==> src/acs_pkg.sv <==
// package: register map, field layout and timing constants of the conversion sequencer
`default_nettype none
package acs_pkg;
    // register index (plain port address)
    localparam logic [3:0] ADDR_CTRL = 4'h0;
    localparam logic [3:0] ADDR_RESULT = 4'h1;
    localparam logic [3:0] ADDR_INJ_RESULT = 4'h2;
    localparam logic [3:0] ADDR_TIMING = 4'h3;
    localparam logic [3:0] ADDR_SCAN_MASK = 4'h4;
    localparam logic [3:0] ADDR_IRQ_STATUS = 4'h5;
    localparam logic [3:0] ADDR_IRQ_MASK = 4'h6;
    localparam logic [3:0] ADDR_INJ_CTRL = 4'h7;
    // control register fields
    localparam int CTRL_CH_LSB = 0;
    localparam int CTRL_CH_W = 4;
    localparam int CTRL_MODE_LSB = 4;
    localparam int CTRL_START = 6;
    localparam int CTRL_WAIT_READ = 7;
    localparam int CTRL_GROUP = 8;
    localparam int CTRL_OVR_SUSPEND = 9;
    localparam int CTRL_BUSY = 15;
    // injection control fields
    localparam int INJ_CH_LSB = 0;
    localparam int INJ_GROUP = 4;
    localparam int INJ_REQ = 5;
    // timing register fields
    localparam int TIM_SAMPLE_LSB = 0;
    localparam int TIM_CONV_LSB = 8;
    localparam int TIM_W = 8;
    // interrupt status bits
    localparam int IRQ_DONE = 0;
    localparam int IRQ_OVERRUN = 1;
    localparam int IRQ_INJ_DONE = 2;
    localparam int IRQ_W = 3;
    // widths
    localparam int RES_W = 10;
    localparam int CH_W = 5;
    localparam int DATA_W = 16;
    localparam int GRP0_CH = 16;
    localparam int GRP1_CH = 8;
    localparam int NUM_CH = 24;
    // reset values
    localparam logic [15:0] TIMING_RESET = 16'h0404;
    localparam logic [15:0] SCAN_MASK_RESET = 16'hffff;
    // calibration time in cpu clock cycles
    localparam int CAL_CYCLES = 40630;
    typedef enum logic [1:0] {
        MODE_SINGLE = 2'b00,
        MODE_CONT = 2'b01,
        MODE_SCAN = 2'b10,
        MODE_SCAN_CONT = 2'b11
    } acs_mode_t;
endpackage
`default_nettype wire

==> src/acs_calib.sv <==
// post-reset calibration timer holding the busy flag
`default_nettype none
module acs_calib #(
    parameter int CAL_CYCLES = acs_pkg::CAL_CYCLES
) (
    input wire logic MCLK_I,
    input wire logic RESET_I,
    output logic busy_o
);
    logic [15:0] count;

    // count down from reset, busy until zero
    always_ff @(posedge MCLK_I)
    begin
        if (RESET_I)
        begin
            count <= 16'(CAL_CYCLES - 1);
            busy_o <= 1'b1;
        end
        else if (count != 16'h0000)
        begin
            count <= count - 16'h0001;
        end
        else
        begin
            busy_o <= 1'b0;
        end
    end
endmodule
`default_nettype wire

==> src/acs_conv_core.sv <==
// sample and conversion timer with analog result capture
`default_nettype none
module acs_conv_core (
    input wire logic MCLK_I,
    input wire logic RESET_I,
    input wire logic start_i,
    input wire logic [7:0] sample_len_i,
    input wire logic [7:0] conv_len_i,
    input wire logic [9:0] analog_i,
    output logic busy_o,
    output logic done_o,
    output logic [9:0] result_o
);
    logic [8:0] count;
    logic converting;

    // sample phase then conversion phase, each of programmed length plus one
    always_ff @(posedge MCLK_I)
    begin
        if (RESET_I)
        begin
            busy_o <= 1'b0;
            converting <= 1'b0;
            count <= 9'h000;
            done_o <= 1'b0;
            result_o <= 10'h000;
        end
        else
        begin
            done_o <= 1'b0;
            if (start_i && !busy_o)
            begin
                busy_o <= 1'b1;
                converting <= 1'b0;
                count <= {1'b0, sample_len_i};
            end
            else if (busy_o && count != 9'h000)
            begin
                count <= count - 9'h001;
            end
            else if (busy_o && !converting)
            begin
                converting <= 1'b1;
                result_o <= analog_i; // held at end of sampling
                count <= {1'b0, conv_len_i};
            end
            else if (busy_o)
            begin
                busy_o <= 1'b0;
                done_o <= 1'b1;
            end
        end
    end
endmodule
`default_nettype wire

==> src/acs_top.sv <==
// conversion sequencer top: registers, mode control, overrun, injection, interrupts
//
// The address map and the strobed register port were chosen for this implementation.
`default_nettype none
// Function
// - one of 24 inputs is converted at a time giving a 10-bit result.
// - a control bit chooses the 16-input group or the 8-input group.
// - a self-calibration runs after every reset.
// - sample and conversion durations are software programmable.
// - overrun either raises an interrupt or suspends the next conversion until read.
// - single mode converts the selected channel once into the result register.
// - continuous mode repeatedly converts the selected channel.
// - scan single mode converts each selected channel once with an event per result.
// - scan continuous mode cycles the selected channels repeatedly.
// - in continuous modes wait-for-read holds a new result in a buffer and stalls until the result is read.
// - an injected conversion during continuous mode writes the injected result register.
// - after injection the continuous mode resumes unchanged.
// - calibration lasts at most 40630 cycles with the busy flag set throughout.
// - unused analog pins remain readable as digital inputs.
module acs_top #(
    parameter int CAL_CYCLES = acs_pkg::CAL_CYCLES
) (
    input wire logic MCLK_I,
    input wire logic RESET_I,
    input wire logic [3:0] ADDR_I,
    input wire logic [15:0] WDATA_I,
    input wire logic WR_I,
    input wire logic RD_I,
    output logic [15:0] RDATA_O,
    input wire logic [159:0] GRP0_LEVEL_I,
    input wire logic [79:0] GRP1_LEVEL_I,
    input wire logic [15:0] GRP0_DIGITAL_I,
    input wire logic [7:0] GRP1_DIGITAL_I,
    output logic [15:0] GRP0_DIGITAL_O,
    output logic [7:0] GRP1_DIGITAL_O,
    output logic IRQ_O
);
    logic [3:0] ctrl_ch;
    logic [1:0] ctrl_mode;
    logic start;
    logic wait_read;
    logic group_sel;
    logic ovr_suspend;
    logic [15:0] timing;
    logic [15:0] scan_mask;
    logic [3:0] inj_ch;
    logic inj_group;
    logic inj_pending;
    logic [2:0] irq_status;
    logic [2:0] irq_mask;
    logic [9:0] result;
    logic [3:0] result_ch;
    logic result_unread;
    logic [9:0] inj_result;
    logic [9:0] hold_buf;
    logic [3:0] hold_ch;
    logic hold_full;
    logic cal_busy;
    logic core_busy;
    logic core_done;
    logic [9:0] core_result;
    logic core_start;
    logic [3:0] cur_ch;
    logic cur_inj;
    logic [3:0] conv_ch;
    logic conv_group;
    logic [9:0] analog_level;
    logic wr_ctrl;
    logic rd_result;
    logic rd_status;
    logic continuous;
    logic scanning;
    logic seq_last;
    logic [3:0] next_scan_ch;
    logic [9:0] grp0_lvl [16];
    logic [9:0] grp1_lvl [8];
    logic [2:0] next_irq_status;
    logic hold_stall;
    logic ovr_stall;
    logic [3:0] resume_ch;

    acs_calib #(
        .CAL_CYCLES(CAL_CYCLES)
    ) u_calib (
        .MCLK_I(MCLK_I),
        .RESET_I(RESET_I),
        .busy_o(cal_busy)
    );

    acs_conv_core u_core (
        .MCLK_I(MCLK_I),
        .RESET_I(RESET_I),
        .start_i(core_start),
        .sample_len_i(timing[acs_pkg::TIM_SAMPLE_LSB +: acs_pkg::TIM_W]),
        .conv_len_i(timing[acs_pkg::TIM_CONV_LSB +: acs_pkg::TIM_W]),
        .analog_i(analog_level),
        .busy_o(core_busy),
        .done_o(core_done),
        .result_o(core_result)
    );

    // unpack the analog level buses per channel
    genvar gi;
    generate
        for (gi = 0; gi < acs_pkg::GRP0_CH; gi++)
        begin : g_grp0
            assign grp0_lvl[gi] = GRP0_LEVEL_I[gi*acs_pkg::RES_W +: acs_pkg::RES_W];
            if (gi < acs_pkg::GRP1_CH)
            begin : g_grp1
                assign grp1_lvl[gi] = GRP1_LEVEL_I[gi*acs_pkg::RES_W +: acs_pkg::RES_W];
            end
        end
    endgenerate

    // analog multiplexer, group chosen by control or injection
    assign conv_group = cur_inj ? inj_group : group_sel;
    assign analog_level = conv_group ? grp1_lvl[conv_ch[2:0]] : grp0_lvl[conv_ch];

    // digital pins always readable
    assign GRP0_DIGITAL_O = GRP0_DIGITAL_I;
    assign GRP1_DIGITAL_O = GRP1_DIGITAL_I;

    // decode and mode helpers
    assign wr_ctrl = WR_I && ADDR_I == acs_pkg::ADDR_CTRL;
    assign rd_result = RD_I && ADDR_I == acs_pkg::ADDR_RESULT;
    assign rd_status = RD_I && ADDR_I == acs_pkg::ADDR_IRQ_STATUS;
    assign continuous = ctrl_mode == acs_pkg::MODE_CONT || ctrl_mode == acs_pkg::MODE_SCAN_CONT;
    assign scanning = ctrl_mode[1];
    assign seq_last = !scanning || cur_ch == 4'h0;

    // next channel in scan: next lower channel, wrapping to the configured top
    always_comb
    begin
        next_scan_ch = (cur_ch == 4'h0) ? ctrl_ch : cur_ch - 4'h1;
        if (!scanning)
        begin
            next_scan_ch = ctrl_ch;
        end
    end

    // stall conditions for starting the next conversion
    assign hold_stall = hold_full;
    assign ovr_stall = ovr_suspend && result_unread;
    assign core_start = start && !cal_busy && !core_busy && !core_done && !hold_stall && !ovr_stall;
    assign conv_ch = cur_ch;

    // control register: mode, channel, start bit
    always_ff @(posedge MCLK_I)
    begin
        if (RESET_I)
        begin
            ctrl_ch <= 4'h0;
            ctrl_mode <= acs_pkg::MODE_SINGLE;
            start <= 1'b0;
            wait_read <= 1'b0;
            group_sel <= 1'b0;
            ovr_suspend <= 1'b0;
        end
        else if (wr_ctrl)
        begin
            ctrl_ch <= WDATA_I[acs_pkg::CTRL_CH_LSB +: acs_pkg::CTRL_CH_W];
            ctrl_mode <= WDATA_I[acs_pkg::CTRL_MODE_LSB +: 2];
            start <= WDATA_I[acs_pkg::CTRL_START];
            wait_read <= WDATA_I[acs_pkg::CTRL_WAIT_READ];
            group_sel <= WDATA_I[acs_pkg::CTRL_GROUP];
            ovr_suspend <= WDATA_I[acs_pkg::CTRL_OVR_SUSPEND];
        end
        else if (core_done && !cur_inj && !continuous && seq_last)
        begin
            start <= 1'b0;
        end
    end

    // timing, scan mask, interrupt mask and injection control registers
    always_ff @(posedge MCLK_I)
    begin
        if (RESET_I)
        begin
            timing <= acs_pkg::TIMING_RESET;
            scan_mask <= acs_pkg::SCAN_MASK_RESET;
            irq_mask <= 3'h0;
            inj_ch <= 4'h0;
            inj_group <= 1'b0;
        end
        else if (WR_I)
        begin
            if (ADDR_I == acs_pkg::ADDR_TIMING)
            begin
                timing <= WDATA_I;
            end
            if (ADDR_I == acs_pkg::ADDR_SCAN_MASK)
            begin
                scan_mask <= WDATA_I;
            end
            if (ADDR_I == acs_pkg::ADDR_IRQ_MASK)
            begin
                irq_mask <= WDATA_I[acs_pkg::IRQ_W-1:0];
            end
            if (ADDR_I == acs_pkg::ADDR_INJ_CTRL)
            begin
                inj_ch <= WDATA_I[acs_pkg::INJ_CH_LSB +: 4];
                inj_group <= WDATA_I[acs_pkg::INJ_GROUP];
            end
        end
    end

    // injection request: accepted only in continuous modes, dropped when served
    always_ff @(posedge MCLK_I)
    begin
        if (RESET_I)
        begin
            inj_pending <= 1'b0;
        end
        else if (WR_I && ADDR_I == acs_pkg::ADDR_INJ_CTRL && WDATA_I[acs_pkg::INJ_REQ] && continuous)
        begin
            inj_pending <= 1'b1;
        end
        else if (core_start && cur_inj)
        begin
            inj_pending <= 1'b0;
        end
    end

    // channel sequencing; injection taken between conversions, scan position kept
    always_ff @(posedge MCLK_I)
    begin
        if (RESET_I)
        begin
            cur_ch <= 4'h0;
            cur_inj <= 1'b0;
            resume_ch <= 4'h0;
        end
        else if (wr_ctrl)
        begin
            cur_ch <= WDATA_I[acs_pkg::CTRL_CH_LSB +: acs_pkg::CTRL_CH_W];
            cur_inj <= 1'b0;
        end
        else if (core_done)
        begin
            if (cur_inj)
            begin
                cur_inj <= 1'b0;
                cur_ch <= resume_ch; // scan position saved on entry
            end
            else if (inj_pending && continuous)
            begin
                cur_inj <= 1'b1;
                cur_ch <= inj_ch;
                resume_ch <= next_scan_ch;
            end
            else
            begin
                cur_ch <= next_scan_ch;
            end
        end
    end

    // result register, hold buffer and unread tracking
    always_ff @(posedge MCLK_I)
    begin
        if (RESET_I)
        begin
            result <= 10'h000;
            result_ch <= 4'h0;
            result_unread <= 1'b0;
            hold_buf <= 10'h000;
            hold_ch <= 4'h0;
            hold_full <= 1'b0;
            inj_result <= 10'h000;
        end
        else
        begin
            if (rd_result && hold_full)
            begin
                result <= hold_buf;
                result_ch <= hold_ch;
                hold_full <= 1'b0;
                result_unread <= 1'b1;
            end
            else if (rd_result)
            begin
                result_unread <= 1'b0;
            end
            if (core_done && cur_inj)
            begin
                inj_result <= core_result;
            end
            else if (core_done && wait_read && continuous && result_unread && !rd_result)
            begin
                hold_buf <= core_result;
                hold_ch <= cur_ch;
                hold_full <= 1'b1;
            end
            else if (core_done)
            begin
                result <= core_result;
                result_ch <= cur_ch;
                result_unread <= 1'b1;
            end
        end
    end

    // sticky interrupt status: set wins over read-clear
    always_comb
    begin
        next_irq_status = rd_status ? 3'h0 : irq_status;
        if (core_done && !cur_inj)
        begin
            next_irq_status[acs_pkg::IRQ_DONE] = 1'b1;
        end
        if (core_done && !cur_inj && result_unread && !rd_result && !(wait_read && continuous))
        begin
            next_irq_status[acs_pkg::IRQ_OVERRUN] = 1'b1;
        end
        if (core_done && cur_inj)
        begin
            next_irq_status[acs_pkg::IRQ_INJ_DONE] = 1'b1;
        end
    end

    always_ff @(posedge MCLK_I)
    begin
        if (RESET_I)
        begin
            irq_status <= 3'h0;
        end
        else
        begin
            irq_status <= next_irq_status;
        end
    end

    assign IRQ_O = |(irq_status & irq_mask);

    // read data, valid the cycle after the read strobe
    always_ff @(posedge MCLK_I)
    begin
        if (RESET_I)
        begin
            RDATA_O <= 16'h0000;
        end
        else if (RD_I)
        begin
            unique case (ADDR_I)
                acs_pkg::ADDR_CTRL: RDATA_O <= {cal_busy, core_busy, 4'h0, ovr_suspend, group_sel, wait_read,
                    start, ctrl_mode, ctrl_ch};
                acs_pkg::ADDR_RESULT: RDATA_O <= {result_ch, 2'b00, result};
                acs_pkg::ADDR_INJ_RESULT: RDATA_O <= {inj_group, inj_ch, 1'b0, inj_result};
                acs_pkg::ADDR_TIMING: RDATA_O <= timing;
                acs_pkg::ADDR_SCAN_MASK: RDATA_O <= scan_mask;
                acs_pkg::ADDR_IRQ_STATUS: RDATA_O <= {13'h0000, irq_status};
                acs_pkg::ADDR_IRQ_MASK: RDATA_O <= {13'h0000, irq_mask};
                acs_pkg::ADDR_INJ_CTRL: RDATA_O <= {10'h000, inj_pending, inj_group, inj_ch};
                default: RDATA_O <= 16'h0000;
            endcase
        end
        else
        begin
            RDATA_O <= 16'h0000;
        end
    end
endmodule
`default_nettype wire

==> config.mk <==
export PLATFORM = sky130hd
export DESIGN_NAME = acs_top
export DESIGN_NICKNAME = d
export VERILOG_FILES = /design/src/acs_pkg.sv /design/src/acs_calib.sv /design/src/acs_conv_core.sv /design/src/acs_top.sv
export SDC_FILE = /design/constraint.sdc
export NUM_CORES = 1
export LEC_CHECK = 0
export ABC_AREA = 1
export BUFFER_PORTS_ARGS = -buffer_cell sky130_fd_sc_hd__buf_2
export CORE_MARGIN = 4
export CORE_UTILIZATION = 30
export DETAILED_ROUTE_END_ITERATION = 16
export GPL_TIMING_DRIVEN = 0
export PLACE_DENSITY_LB_ADDON = 0.15
export SYNTH_ARGS = -nofsm -noshare
export SYNTH_HDL_FRONTEND = slang
export SYNTH_SLANG_ARGS = --single-unit
==> constraint.sdc <==
create_clock -name MCLK_I -period 1.9 [get_ports MCLK_I]
set_input_delay 0.19 -clock MCLK_I [delete_from_list [all_inputs] [get_ports MCLK_I]]
set_output_delay 0.19 -clock MCLK_I [all_outputs]
set_load 0.005 [all_outputs]
; Word-level counts from Yosys, hierarchy flattened
; Cells that the tools add are included.
; Widths: inputs -> output; s select.
[word_totals]
ff_bits = 158
[op_classes]
magnitude_cmp = 2
n_addsub = 3
bitwise_logic = 9
eq_ne = 11
n_reduce_logical = 69
n_mux = 48
[ops]
columns = cell, n
row1 = $pmux 16 s8, 1
row2 = $mux 10, 9
row3 = $bmux 10 s4, 1
row4 = $mux 4, 10
row5 = $bmux 10 s3, 1
row6 = $logic_and 1x1->1, 30
row7 = $mux 1, 22
row8 = $mux 9, 2
row9 = $eq 4x3->1 const B, 4
row10 = $reduce_bool 16->1, 1
row11 = $sub 16x1->16 const B, 1
row12 = $reduce_and 2->1, 7
row13 = $reduce_bool 2->1, 7
row14 = $logic_not 1->1, 11
row15 = $reduce_bool 9->1, 1
row16 = $sub 9x1->9 const B, 1
row17 = $eq 4x2->1 const B, 2
row18 = $logic_not 4->1, 2
row19 = $mux 8, 1
row20 = $not 1->1, 6
row21 = $reduce_or 2->1, 3
row22 = $ge 5x5->1 const B, 1
row23 = $not 4->5, 1
row24 = $eq 4x1->1 const B, 1
row25 = other kinds (14), 16

; Depth between registers and ports, before layout
; Gate-level depths: netlist of the first run.
[depth]
ltp_word = 9
mapped_depth = 12
mapped_depth_nobuf = 11

; Hierarchy
; Synthesis of the first run repeated with hierarchy kept, for this count alone.
[unflattened]
hier_cells = 1579
area_unflattened_um2 = 9710.6
[modules_own_cells]
columns = module, seq_area_each_um2, n_inst, cells_per_inst, area_per_inst_um2
row1 = acs_top, 2382.3, 1, 1254, 7562.3
row2 = acs_conv_core, 440.4, 1, 190, 1232.4
row3 = acs_calib, 340.3, 1, 135, 915.9

; Least setup slack after synthesis of the first run
; OpenSTA, ideal clock, no wires.
[synth_timing]
kind = register to register
from = register cur_ch[0], in the netlist conv_ch[0]
to = register cur_ch[3], in the netlist conv_ch[3]
path_buffers = 3
period_less_slack_ps = 1748
path_slack_ps = 152
arrival_ps = 1620
stages_incl_launch_ff = 12
cell_sequence = dfxtp_1 -> buf_4 -> inv_4 -> buf_6 -> buf_2 -> ha_1 -> a21oi_1 -> nand3_1 -> nand3_1 -> nand3_1 -> a21oi_1 -> nor2_1
[synth_between]
elab_chain_len = 7
[synth_rtl]
columns = item, line_no
row1 = "start, declared", acs_top.sv:63  ; logic [3:0] cur_ch;
row2 = "start signal, assigned", acs_top.sv:235  ; cur_ch <= WDATA_I[acs_pkg::CTRL_CH_LSB +: acs_pkg::CTRL_CH_W];
row3 = "start signal, assigned", acs_top.sv:243  ; cur_ch <= resume_ch;
row4 = "start signal, assigned", acs_top.sv:248  ; cur_ch <= inj_ch;
row5 = $sub 4x1->4 / $logic_not 4->1 (equally long branches), acs_top.sv:134  ; next_scan_ch = (cur_ch == 4'h0) ? ctrl_ch : cur_ch - 4'h1;
row6 = $mux 4 (*), acs_top.sv:134
row7 = $mux 4 (*), acs_top.sv:135  ; if (!scanning)
row8 = $mux 4 (*), acs_top.sv:245  ; else if (inj_pending && continuous)
row9 = $mux 4 (*), acs_top.sv:240  ; if (cur_inj)
row10 = $mux 4 (*), acs_top.sv:238  ; else if (core_done)
row11 = $mux 4 (*), acs_top.sv:233  ; else if (wr_ctrl)
; Mark *: on every way between the ends. The rest lies on a longest branch, timed or not. The select of a mux whose other input is x is not followed.
; A chain may end at the register's enable or synchronous reset.

; Worst setup path after layout of the first run
[layout_timing]
from = register cur_ch[1], in the netlist conv_ch[1]
to = register u_core.result_o[1]
[layout_between]
elab_chain_len = 5
[layout_rtl]
columns = item, line_no
row1 = $not 4->5 (not written as such) / $not 3->4 (equally long branches), acs_top.sv:117  ; assign analog_level = conv_group ? grp1_lvl[conv_ch[2:0]] : grp0_lvl[conv_ch];
row2 = $bmux 10 s4 / $bmux 10 s3 (equally long branches), acs_top.sv:117
row3 = $mux 10 (not written as such) (2 in series), acs_top.sv:117
row4 = $mux 10 (*), acs_top.sv:117
row5 = "end signal, assigned", acs_conv_core.sv:44  ; result_o <= analog_i;
row6 = "end, declared", acs_conv_core.sv:12  ; output logic [9:0] result_o
; Marked as above.

==> results of run 1 <==
[metal layers]
layer / GRT usage (%) / up-vias
met3: 3.63 / 64
met4: 7.43 / 0
met1: 31.8 / 5257
met2: 39.1 / 486
met5: 0 / -
li1: - / 5698
[through the flow]
stage	cells	hold slack, ns	total power [uW]
CTS	2331	0.00511	7720
detailed placement	2298	0.433	4360
global placement	2298	0.435	4370
floorplan	1560	0.316	3860
global route	2336	0.0210	7960
finish	2337	0.0140	7680
[tightest hold or removal path: stages]
cell     delay (ns)
buf_2          0.09
nand2_1        0.05
nand3_1        0.08
[cells in the mapped netlist (27+ instances only)]
| master | instances | area (um^2) |
|---|---|---|
| o211ai_1 | 33 | 248 |
| a21oi_1 | 72 | 360 |
| inv_1 | 158 | 593 |
| nor2_1 | 316 | 1190 |
| dfxtp_1 | 158 | 3160 |
| buf_4 | 35 | 263 |
| nand2_1 | 272 | 1020 |
| buf_2 | 27 | 135 |
| nand3_1 | 136 | 681 |
| clkbuf_1 | 35 | 131 |
| o22ai_1 | 27 | 169 |
| o21ai_0 | 176 | 881 |
[kinds of logic after synthesis]
family	after synthesis	share of synthesized area, %
xor+xnor	16	1.44
fa+ha+maj	4	0.515
compound gates	332	18.8
buf+inv	281	13.4
flops	158	32.5
simple gates	769	33.4
[sequential cells by signal, summed over array words and instances (netlist names), 3 cells and up]
name and count:
RDATA_O 16, scan_mask 16, timing 16, u_calib.count 16
hold_buf 10, inj_result 10, result 10, u_core.result_o 10
u_core.count 9, conv_ch 4, ctrl_ch 4, hold_ch 4
inj_ch 4, result_ch 4, resume_ch 4, irq_mask 3
irq_status 3
[cell type report]
class | instances | area, um^2 | area share [%]
well taps | 435 | 544 | 4.37
clock inverters | 13 | 143 | 1.15
flip-flops and latches | 158 | 3160 | 25.4
plain buffers | 109 | 673 | 5.41
multi-input cells | 1121 | 5280 | 42.5
repair buffers | 306 | 1540 | 12.4
inverters | 170 | 641 | 5.15
clock buffers | 19 | 433 | 3.48
diodes | 6 | 15.0 | 0.121
[timing repair]
| item | 4_1_cts | 5_1_grt |
|---|---|---|
| pin swaps | 1 | 0 |
| setup buffers | 1 | 0 |
| hold endpoints to repair | 2 | 0 |
| gates resized for setup | 5 | 29 |
| gates cloned | 0 | 0 |
| endpoints found under the setup margin | 10 | 12 |
| hold buffers | 2 | 0 |
[worst min-delay path by stage]
stage / depth (start not counted) / slack (ns) / start / endpoint
floorplan: 2 / 0.32 / RD_I / RDATA_O[11]
global placement: 3 / 0.43 / WDATA_I[11] / scan_mask[11]
detailed placement: 3 / 0.43 / WDATA_I[10] / timing[10]
CTS: 3 / 0.005 / WDATA_I[11] / scan_mask[11]
global route: 3 / 0.02 / WDATA_I[13] / scan_mask[13]
finish: 3 / 0.01 / WDATA_I[11] / scan_mask[11]
[report_power, final]
part	total [uW]	switching, uW	internal, uW
Sequential	3370	19.6	3350
Combinational	940	531	409
Clock	3370	1430	1940
==> results.ini, run 1 <==
[global_routing]
grt_pass1_vias = 11200
grt_pass1_wl_um = 65100
antenna_found_initial = 5
overflow = 0
groute.usage.overall_pct = 23.7
grt_max_degree = 20

[final_layout]
final_core_util_pct = 39.1
layout.nets = 2175
final_common_cell = buf_2
drive_gt1_share_pct = 24.2
layout_common_cells = buf_2, nor2_1, nand2_1, o21ai_0, inv_1
fillCellCount = 3612
area_growth_pct = 27.9
postLayoutCellArea_um2 = 12400

[critical_path]
crit_arrival_ns = 2.11
critical_path_buf_inv_count = 2
cp-end-kind = flop
cp_data_required_time_ns = 2.22
r2r_end = u_core.result_o[1]
critical_path_class = flop to flop
cpMaxStageDelayCell = dfxtp_2
r2r_cells = 9
start_kind = flop
slowest_delay_ns = 0.38
cp_cell_sequence = buf_2 -> buf_2 -> nor2_1 -> o21ai_0 -> nand3_1 -> nand3_1 -> nand2_1 -> nand2_1 -> a21oi_1
path_max_fanout = 10
startpoint = conv_ch[1]
critPathCapture = u_core.result_o[1]
r2r-start = conv_ch[1]
reg2reg_slack_ns = 0.11
crit_family = buffers and inverters
cp.depth = 9

[route]
vias_per_cell = 4.92
met1Wirelength_um = 19300
met3WireLength_um = 2980
topRoutingLayerUsed = met4
wl_per_cell_um = 18.6
wl_um = 43600
drcViolationCount = 0
ant_nets = 0
dr_wl_met2_um = 20200
drt_iter0_drc = 910
routed-via-count = 11500
dr.pass1.iters = 5

[die]
die_h_um = 188
start_util_pct = 30.6
fp.dieW_um = 188
ios = 329
coreArea_um2 = 31800
fp.dieArea_um2 = 35400
rows = 65

[clock_tree]
cts-htree-levels = 4
cts_num_sinks = 158
numCtsBuffers = 17
clkTransAtPathRegs_ns = 0.06
clock_latency_ns = 0.43
cts-root-buf = clkbuf_16
ctsLongestPathBuffers = 2
cts_tree = built

[placement]
place_ws_ns = -0.463
place.gp.congestion = 0.948
post_dp_cell_area_um2 = 11800
io_buffers = 303
dpl.hpwl_um = 35400

[timing]
worst_slack_ns = 0.105
fin_worst_skew_ns = 0.00665
fmax_mhz = 557
relSlewSlack_pct = 49.6
tns_ns = 0
period_needed_ns = 1.79
finalSetupViolCount = 0
worst_pin_slew_ns = 0.755
drv_slew = 0
fin_crit_sh_pct = 94.5
finalHoldViolations = 0

[yosys]
synth_edf_count = 0
synth.avg_cell_area_um2 = 6.24
yosysWarnings = 0
yosysUniqueCellTypes = 41
ys_ff_latch = 158
ys.flop_type = dfxtp_1
async_flop_share_pct = 0
syn_inst = 1560
synth_fp_nets = 1852
ys_seq_area_share_pct = 32.5
syn_area_um2 = 9730

[run]
maxCapViolations = 0

[power]
peakVddDrop_mv = 0.531
p_leak_uw = 0.00597
powerDensity_nw_per_um2 = 617

[status]
outcome = complete, no violations

[hold_path]
hold_class = input port to flop

Note: power is estimated with default switching activity, not from simulation.
==> run 2: changes to the inputs <==
Settings changed: CORE_MARGIN 4 to default.
==> run 2 against run 1 <==
Critical path depth is 4 lower. Hold slack better by 0.017 ns. Sequential power hardly changed. Combinational power is 0.6% higher. Design area is 0.25% higher. Critical path type unchanged. Clock power is 8.3% higher. Non-clock buffer count stayed put.
==> results.ini, run 2 (synthesis gave the netlist of run 1 again) <==
[final_layout]
instances_no_fill = 2305  ; -1.4%
drive_gt1_share_pct = 24.2  ; +0.038 points
fillCellCount = 3547  ; -1.8%
area_growth_pct = 28.2
multi_input_area_um2 = 5290  ; about the same
layout_common_cells = buf_2, nor2_1, nand2_1, o21ai_0, inv_1
layout.nets = 2175  ; unchanged
seqCellArea_um2 = 3160  ; unchanged
final_common_cell = buf_2

[placement]
io_buffers = 303  ; unchanged
dp_cells = 2265  ; -1.4%
dpl.hpwl_um = 34300  ; -3.1%
place.gp.congestion = 0.917  ; -3.2%

[critical_path]
r2r_end = u_core.result_o[2]
critical_path_class = flop to flop
cpMostUsedCell = nand2_1
cpMaxStageDelayCell = clkbuf_1
critical_path_buf_inv_count = 1  ; -1
cp_data_required_time_ns = 2.26  ; +0.04 ns
cp-end-kind = flop
reg2reg_slack_ns = 0.07  ; -0.04 ns
path_max_fanout = 10  ; unchanged
startpoint = conv_ch[3]
critPathCapture = u_core.result_o[2]
r2r-start = conv_ch[3]
crit_family = buffers and inverters
crit_arrival_ns = 2.20  ; +0.09 ns
slowest_delay_ns = 0.65  ; +0.27 ns
start_kind = flop
r2r_cells = 5  ; -4
cp_cell_sequence = clkbuf_1 -> nand3_1 -> nand2_1 -> nand2_1 -> a21oi_1
cp.depth = 5  ; -4

[timing]
drv_slew = 0  ; unchanged
fmax_mhz = 546  ; -2.1%
tns_ns = 0  ; unchanged
relSlewSlack_pct = 46.6  ; -3.0 points
fin_worst_skew_ns = 0.00937  ; +0.00272 ns
worst_pin_slew_ns = 0.801  ; +0.0457 ns
period_needed_ns = 1.83  ; +0.0381 ns
finalHoldViolations = 0  ; unchanged
finalSetupViolCount = 0  ; unchanged
fin_crit_sh_pct = 96.5  ; +2.0 points

[power]
peakVddDrop_mv = 0.625  ; +18%
powerDensity_nw_per_um2 = 639  ; +3.5%
p_int_uw = 6080  ; +6.7%
power_frac_comb_pct = 11.9  ; -0.3 points
seqPwrFrac_pct = 42.3  ; -1.6 points
p_leak_uw = 0.00601  ; +0.71%
switchingPower_uw = 1890  ; -4.8%
p_clk_share_pct = 45.8  ; +1.9 points
power.share.switching_pct = 23.7  ; -2.1 points

[clock_tree]
cts-root-buf = clkbuf_16
clkTransAtPathRegs_ns = 0.06  ; about the same
ctsLongestPathBuffers = 2  ; unchanged
cts-htree-levels = 4  ; unchanged
cts_tree = built
numCtsBuffers = 17  ; unchanged
cts_num_sinks = 158  ; unchanged
cts_setup_buffers = 0  ; -1
clock_latency_ns = 0.43  ; about the same

[run]
maxCapViolations = 0  ; unchanged

[hold_path]
hold_class = input port to flop

[route]
wl_um = 42500  ; -2.5%
drt_iter0_drc = 809  ; -11%
vias_per_cell = 4.99  ; +1.5%
drcViolationCount = 0  ; unchanged
wl_per_cell_um = 18.4  ; -1.2%
routed-via-count = 11500  ; +0.070%
dr.pass1.iters = 5  ; unchanged
ant_nets = 0  ; unchanged

[die]
coreArea_um2 = 31700  ; -0.26%
rows = 65  ; unchanged
die_h_um = 182  ; -3.2%
start_util_pct = 30.7  ; +0.078 points
ios = 329  ; unchanged
fp.dieW_um = 182  ; -3.2%
fp.dieArea_um2 = 33100  ; -6.3%

[global_routing]
groute.usage.overall_pct = 25.4  ; +1.8 points
grt_max_degree = 20  ; unchanged
grt_pass1_wl_um = 63700  ; -2.2%
grt_pass1_vias = 11000  ; -1.8%
overflow = 0  ; unchanged
antenna_found_initial = 10  ; +5

[status]
outcome = complete, no violations

==> run 2: cell count changes in the layout (fill, tap and decap cells not counted), sizes merged, moves of 2 or more <==
cell,previous run,this run
clkbuf,53,63
buf,379,372
clkinv,8,3
diode,6,10
clkinvlp,5,2
bufinv,2,4
==> run 2: area by class of cell <==
cell class	instances	area share [%]
Inverter	170	5.17
Clock inverter	6	1.06
Antenna cell	10	0.201
Multi-Input combinational cell	1121	42.4
Timing Repair Buffer	306	12.4
Tap cell	402	4.03
Sequential cell	158	25.4
Buffer	109	5.46
Clock buffer	23	3.91
==> run 2: routing by layer <==
| metal | wire, um | vias up | part of all wire (%) | global-route usage, % |
|---|---|---|---|---|
| met5 | 0 | - | 0 | 0 |
| met4 | 1440 | 0 | 3.4 | 11.5 |
| met3 | 2650 | 83 | 6.2 | 3.79 |
| met2 | 19600 | 489 | 46 | 41.7 |
| met1 | 18800 | 5254 | 44 | 33.0 |
| li1 | - | 5687 | - | - |
==> run 2: worst min path at each step <==
| stage | startpoint | end | slack [ns] | depth (start not counted) |
|---|---|---|---|---|
| floorplan | RD_I | RDATA_O[11] | 0.32 | 2 |
| detailed placement | WDATA_I[10] | timing[10] | 0.43 | 3 |
| global placement | WDATA_I[10] | timing[10] | 0.43 | 3 |
| finish | WDATA_I[13] | scan_mask[13] | 0.03 | 3 |
| CTS | WDATA_I[11] | scan_mask[11] | 0.02 | 3 |
| global route | WDATA_I[15] | scan_mask[15] | 0.03 | 3 |
==> run 2: per-stage QoR <==
step	utilization (%)	cell area, um^2	hold slack, ns	setup WS (ns)	total power [uW]
floorplan	-	9730	0.316	0.152	3860
global placement	37.0	11700	0.429	-0.454	4370
detailed placement	37.0	11700	0.432	-0.441	4370
CTS	39.1	12400	0.0150	0.0138	8000
global route	39.3	12500	0.0275	-0.000689	8250
finish	39.3	12500	0.0314	0.0673	7970
==> run 2: timing repair <==
| item | CTS | global route |
|---|---|---|
| cloned | 0 | 0 |
| resized for setup | 4 | 34 |
| endpoints found under the hold margin | 3 | 0 |
| endpoints found under the setup margin | 9 | 14 |
| hold buffers | 3 | 0 |
| pin swaps | 0 | 1 |
==> run 2: tightest hold or removal path, cell delays in order <==
cell	delay [ns]
buf_2	0.12
nand2_1	0.06
nand3_1	0.06
==> run 2: power by group through the flow <==
stage	clock (uW)	combinational (uW)	sequential, uW
finish	3650	946	3370
detailed placement	0	926	3440
CTS	3700	936	3370
floorplan	0	424	3440
global placement	0	928	3440
global route	3840	1040	3370
==> run 3: changes to the inputs <==
Clock period 1.9 ns to 1.75 ns, I/O delays scaled along.
==> run 3 against run 2 <==
Register-to-register slack barely moved. Hold slack got worse by 0.020 ns. Critical path depth increased by 4. Fmax is 9.3% higher. First-iteration DRC count up 1.1%. Clock power rose by 8.5%. Critical path type unchanged. Critical endpoint is now conv_ch[3].
==> results.ini, run 3 (synthesis gave the netlist of run 1 again) <==
[status]
outcome = complete, no violations

[route]
routed-via-count = 11600  ; +0.50%
drt_iter0_drc = 818  ; +1.1%
vias_per_cell = 5.00  ; about the same
wl_um = 42800  ; +0.87%
wl_per_cell_um = 18.5  ; +0.39%
dr.pass1.iters = 5  ; unchanged
drcViolationCount = 0  ; unchanged
ant_nets = 0  ; unchanged

[die]
start_util_pct = 30.7  ; unchanged
fp.dieArea_um2 = 33100  ; unchanged
rows = 65  ; unchanged
ios = 329  ; unchanged
coreArea_um2 = 31700  ; unchanged
fp.dieW_um = 182  ; unchanged
die_h_um = 182  ; unchanged

[clock_tree]
clock_latency_ns = 0.43  ; about the same
clkTransAtPathRegs_ns = 0.06  ; about the same
cts_tree = built
numCtsBuffers = 17  ; unchanged
cts_num_sinks = 158  ; unchanged
cts-htree-levels = 4  ; unchanged
ctsLongestPathBuffers = 2  ; unchanged
cts-root-buf = clkbuf_16

[global_routing]
overflow = 0  ; unchanged
grt_max_degree = 20  ; unchanged
groute.usage.overall_pct = 25.5  ; +0.073 points
antenna_found_initial = 10  ; unchanged
grt_pass1_wl_um = 63900  ; +0.33%
grt_pass1_vias = 11000  ; +0.32%

[run]
maxCapViolations = 0  ; unchanged

[critical_path]
start_kind = flop
cpMaxStageDelayCell = dfxtp_2
cp-end-kind = flop
slowest_delay_ns = 0.37  ; -0.28 ns
r2r_cells = 9  ; +4
cpMostUsedCell = nand3_2
cp_cell_sequence = inv_2 -> buf_6 -> ha_4 -> a21oi_4 -> nand3_2 -> nand3_2 -> nand3_2 -> a21oi_2 -> nor2_1
critical_path_buf_inv_count = 2  ; +1
path_max_fanout = 19  ; +9
cp.depth = 9  ; +4
crit_family = compound AO/OA/AOI/OAI gates
cp_data_required_time_ns = 2.04  ; -0.22 ns
reg2reg_slack_ns = 0.07  ; about the same
startpoint = conv_ch[1]
critical_path_class = flop to flop
r2r-start = conv_ch[1]
crit_arrival_ns = 1.97  ; -0.23 ns

[timing]
relSlewSlack_pct = 50.3  ; +3.7 points
finalSetupViolCount = 0  ; unchanged
rsz0062_at_grt = yes
fmax_mhz = 596  ; +9.3%
worst_pin_slew_ns = 0.746  ; -0.0554 ns
fin_worst_skew_ns = 0.0105  ; +0.00118 ns
finalHoldViolations = 0  ; unchanged
fin_crit_sh_pct = 95.8  ; -0.64 points
drv_slew = 0  ; unchanged
period_needed_ns = 1.68  ; -0.156 ns

[power]
p_clk_share_pct = 45.8  ; about the same
p_int_uw = 6600  ; +8.7%
peakVddDrop_mv = 0.683  ; +9.3%
switchingPower_uw = 2060  ; +8.9%
powerDensity_nw_per_um2 = 680  ; +6.5%
power.share.switching_pct = 23.8  ; +0.045 points
power_frac_comb_pct = 12.0  ; about the same
seqPwrFrac_pct = 42.2  ; about the same
p_leak_uw = 0.00613  ; +2.0%

[hold_path]
hp-start = WDATA_I[13]
hold_depth = 3  ; unchanged
hold_class = input port to flop

[placement]
dp_cells = 2265  ; unchanged
dpl.hpwl_um = 34300  ; unchanged
io_buffers = 303  ; unchanged
place.gp.congestion = 0.917  ; unchanged

[final_layout]
fillCellCount = 3534  ; -0.37%
drive_gt1_share_pct = 26.3  ; +2.0 points
layout.nets = 2186  ; +0.51%
final_common_cell = buf_2
final_core_util_pct = 40.1  ; +0.81 points
instances_no_fill = 2316  ; +0.48%
area_growth_pct = 30.9
layout_common_cells = buf_2, nor2_1, nand2_1, o21ai_0, inv_1

==> run 3: cell type report <==
class                           count  area, um^2  area share (%)
Buffer                            109         727            5.71
Inverter                          170         647            5.08
Antenna cell                       10        25.0           0.197
Tap cell                          402         503            3.95
Clock inverter                      6         133            1.04
Clock buffer                       23         488            3.83
Multi-Input combinational cell   1122        5410            42.5
Timing Repair Buffer              316        1630            12.8
Sequential cell                   158        3170            24.9
==> run 3: per-stage QoR <==
stage / setup TNS, ns / hold slack, ns / total power [uW] / worst slack (ns) / instance area, um^2
floorplan: 0 / 0.301 / 4190 / 0.00207 / 9730
global placement: -14.12 / 0.414 / 4740 / -0.604 / 11700
detailed placement: -11.89 / 0.417 / 4740 / -0.591 / 11700
CTS: -0.00251 / 0.0000338 / 8690 / -0.00251 / 12500
global route: -0.0244 / 0.0125 / 8970 / -0.00910 / 12700
finish: 0 / 0.0117 / 8660 / 0.0732 / 12700
==> run 3: routing by layer <==
metal	wire length [um]	vias up	share of wire [%]	global-route usage, %
met4	1390	0	3.2	11.4
met3	2610	77	6.1	3.75
li1	-	5708	-	-
met5	0	-	0	0
met2	19800	502	46	42.1
met1	19000	5283	44	32.9
==> run 3: worst reg2reg max path, delay by kind of cell (launching register included) <==
kind | cells | cell delay (ns)
compound gates | 2 | 0.39
fa+ha+maj | 1 | 0.20
buf+inv | 2 | 0.26
flops | 1 | 0.37
simple gates | 4 | 0.32
==> run 3: final timing paths <==
| kind | endpoint |
|---|---|
| setup reg to reg | conv_ch[3] |
| hold / removal | scan_mask[13] |
| hold reg to reg | u_core.converting |
| setup / recovery | conv_ch[3] |
==> run 3: power by group through the flow <==
stage / clock network, uW / registers [uW] / logic (uW)
2_1_floorplan: 0 / 3730 / 460
5_1_grt: 4170 / 3660 / 1140
6_report: 3960 / 3660 / 1040
3_5_place_dp: 0 / 3740 / 1010
4_1_cts: 4010 / 3660 / 1020
3_3_place_gp: 0 / 3740 / 1010
==> run 3: repair_timing <==
action | CTS | global route
setup buffers | 3 | 6
endpoints found under the hold margin | 5 | 0
endpoints found under the setup margin | 19 | 26
gates cloned | 0 | 2
resized for setup | 23 | 74
hold buffers | 3 | 0
pin swaps | 2 | 12
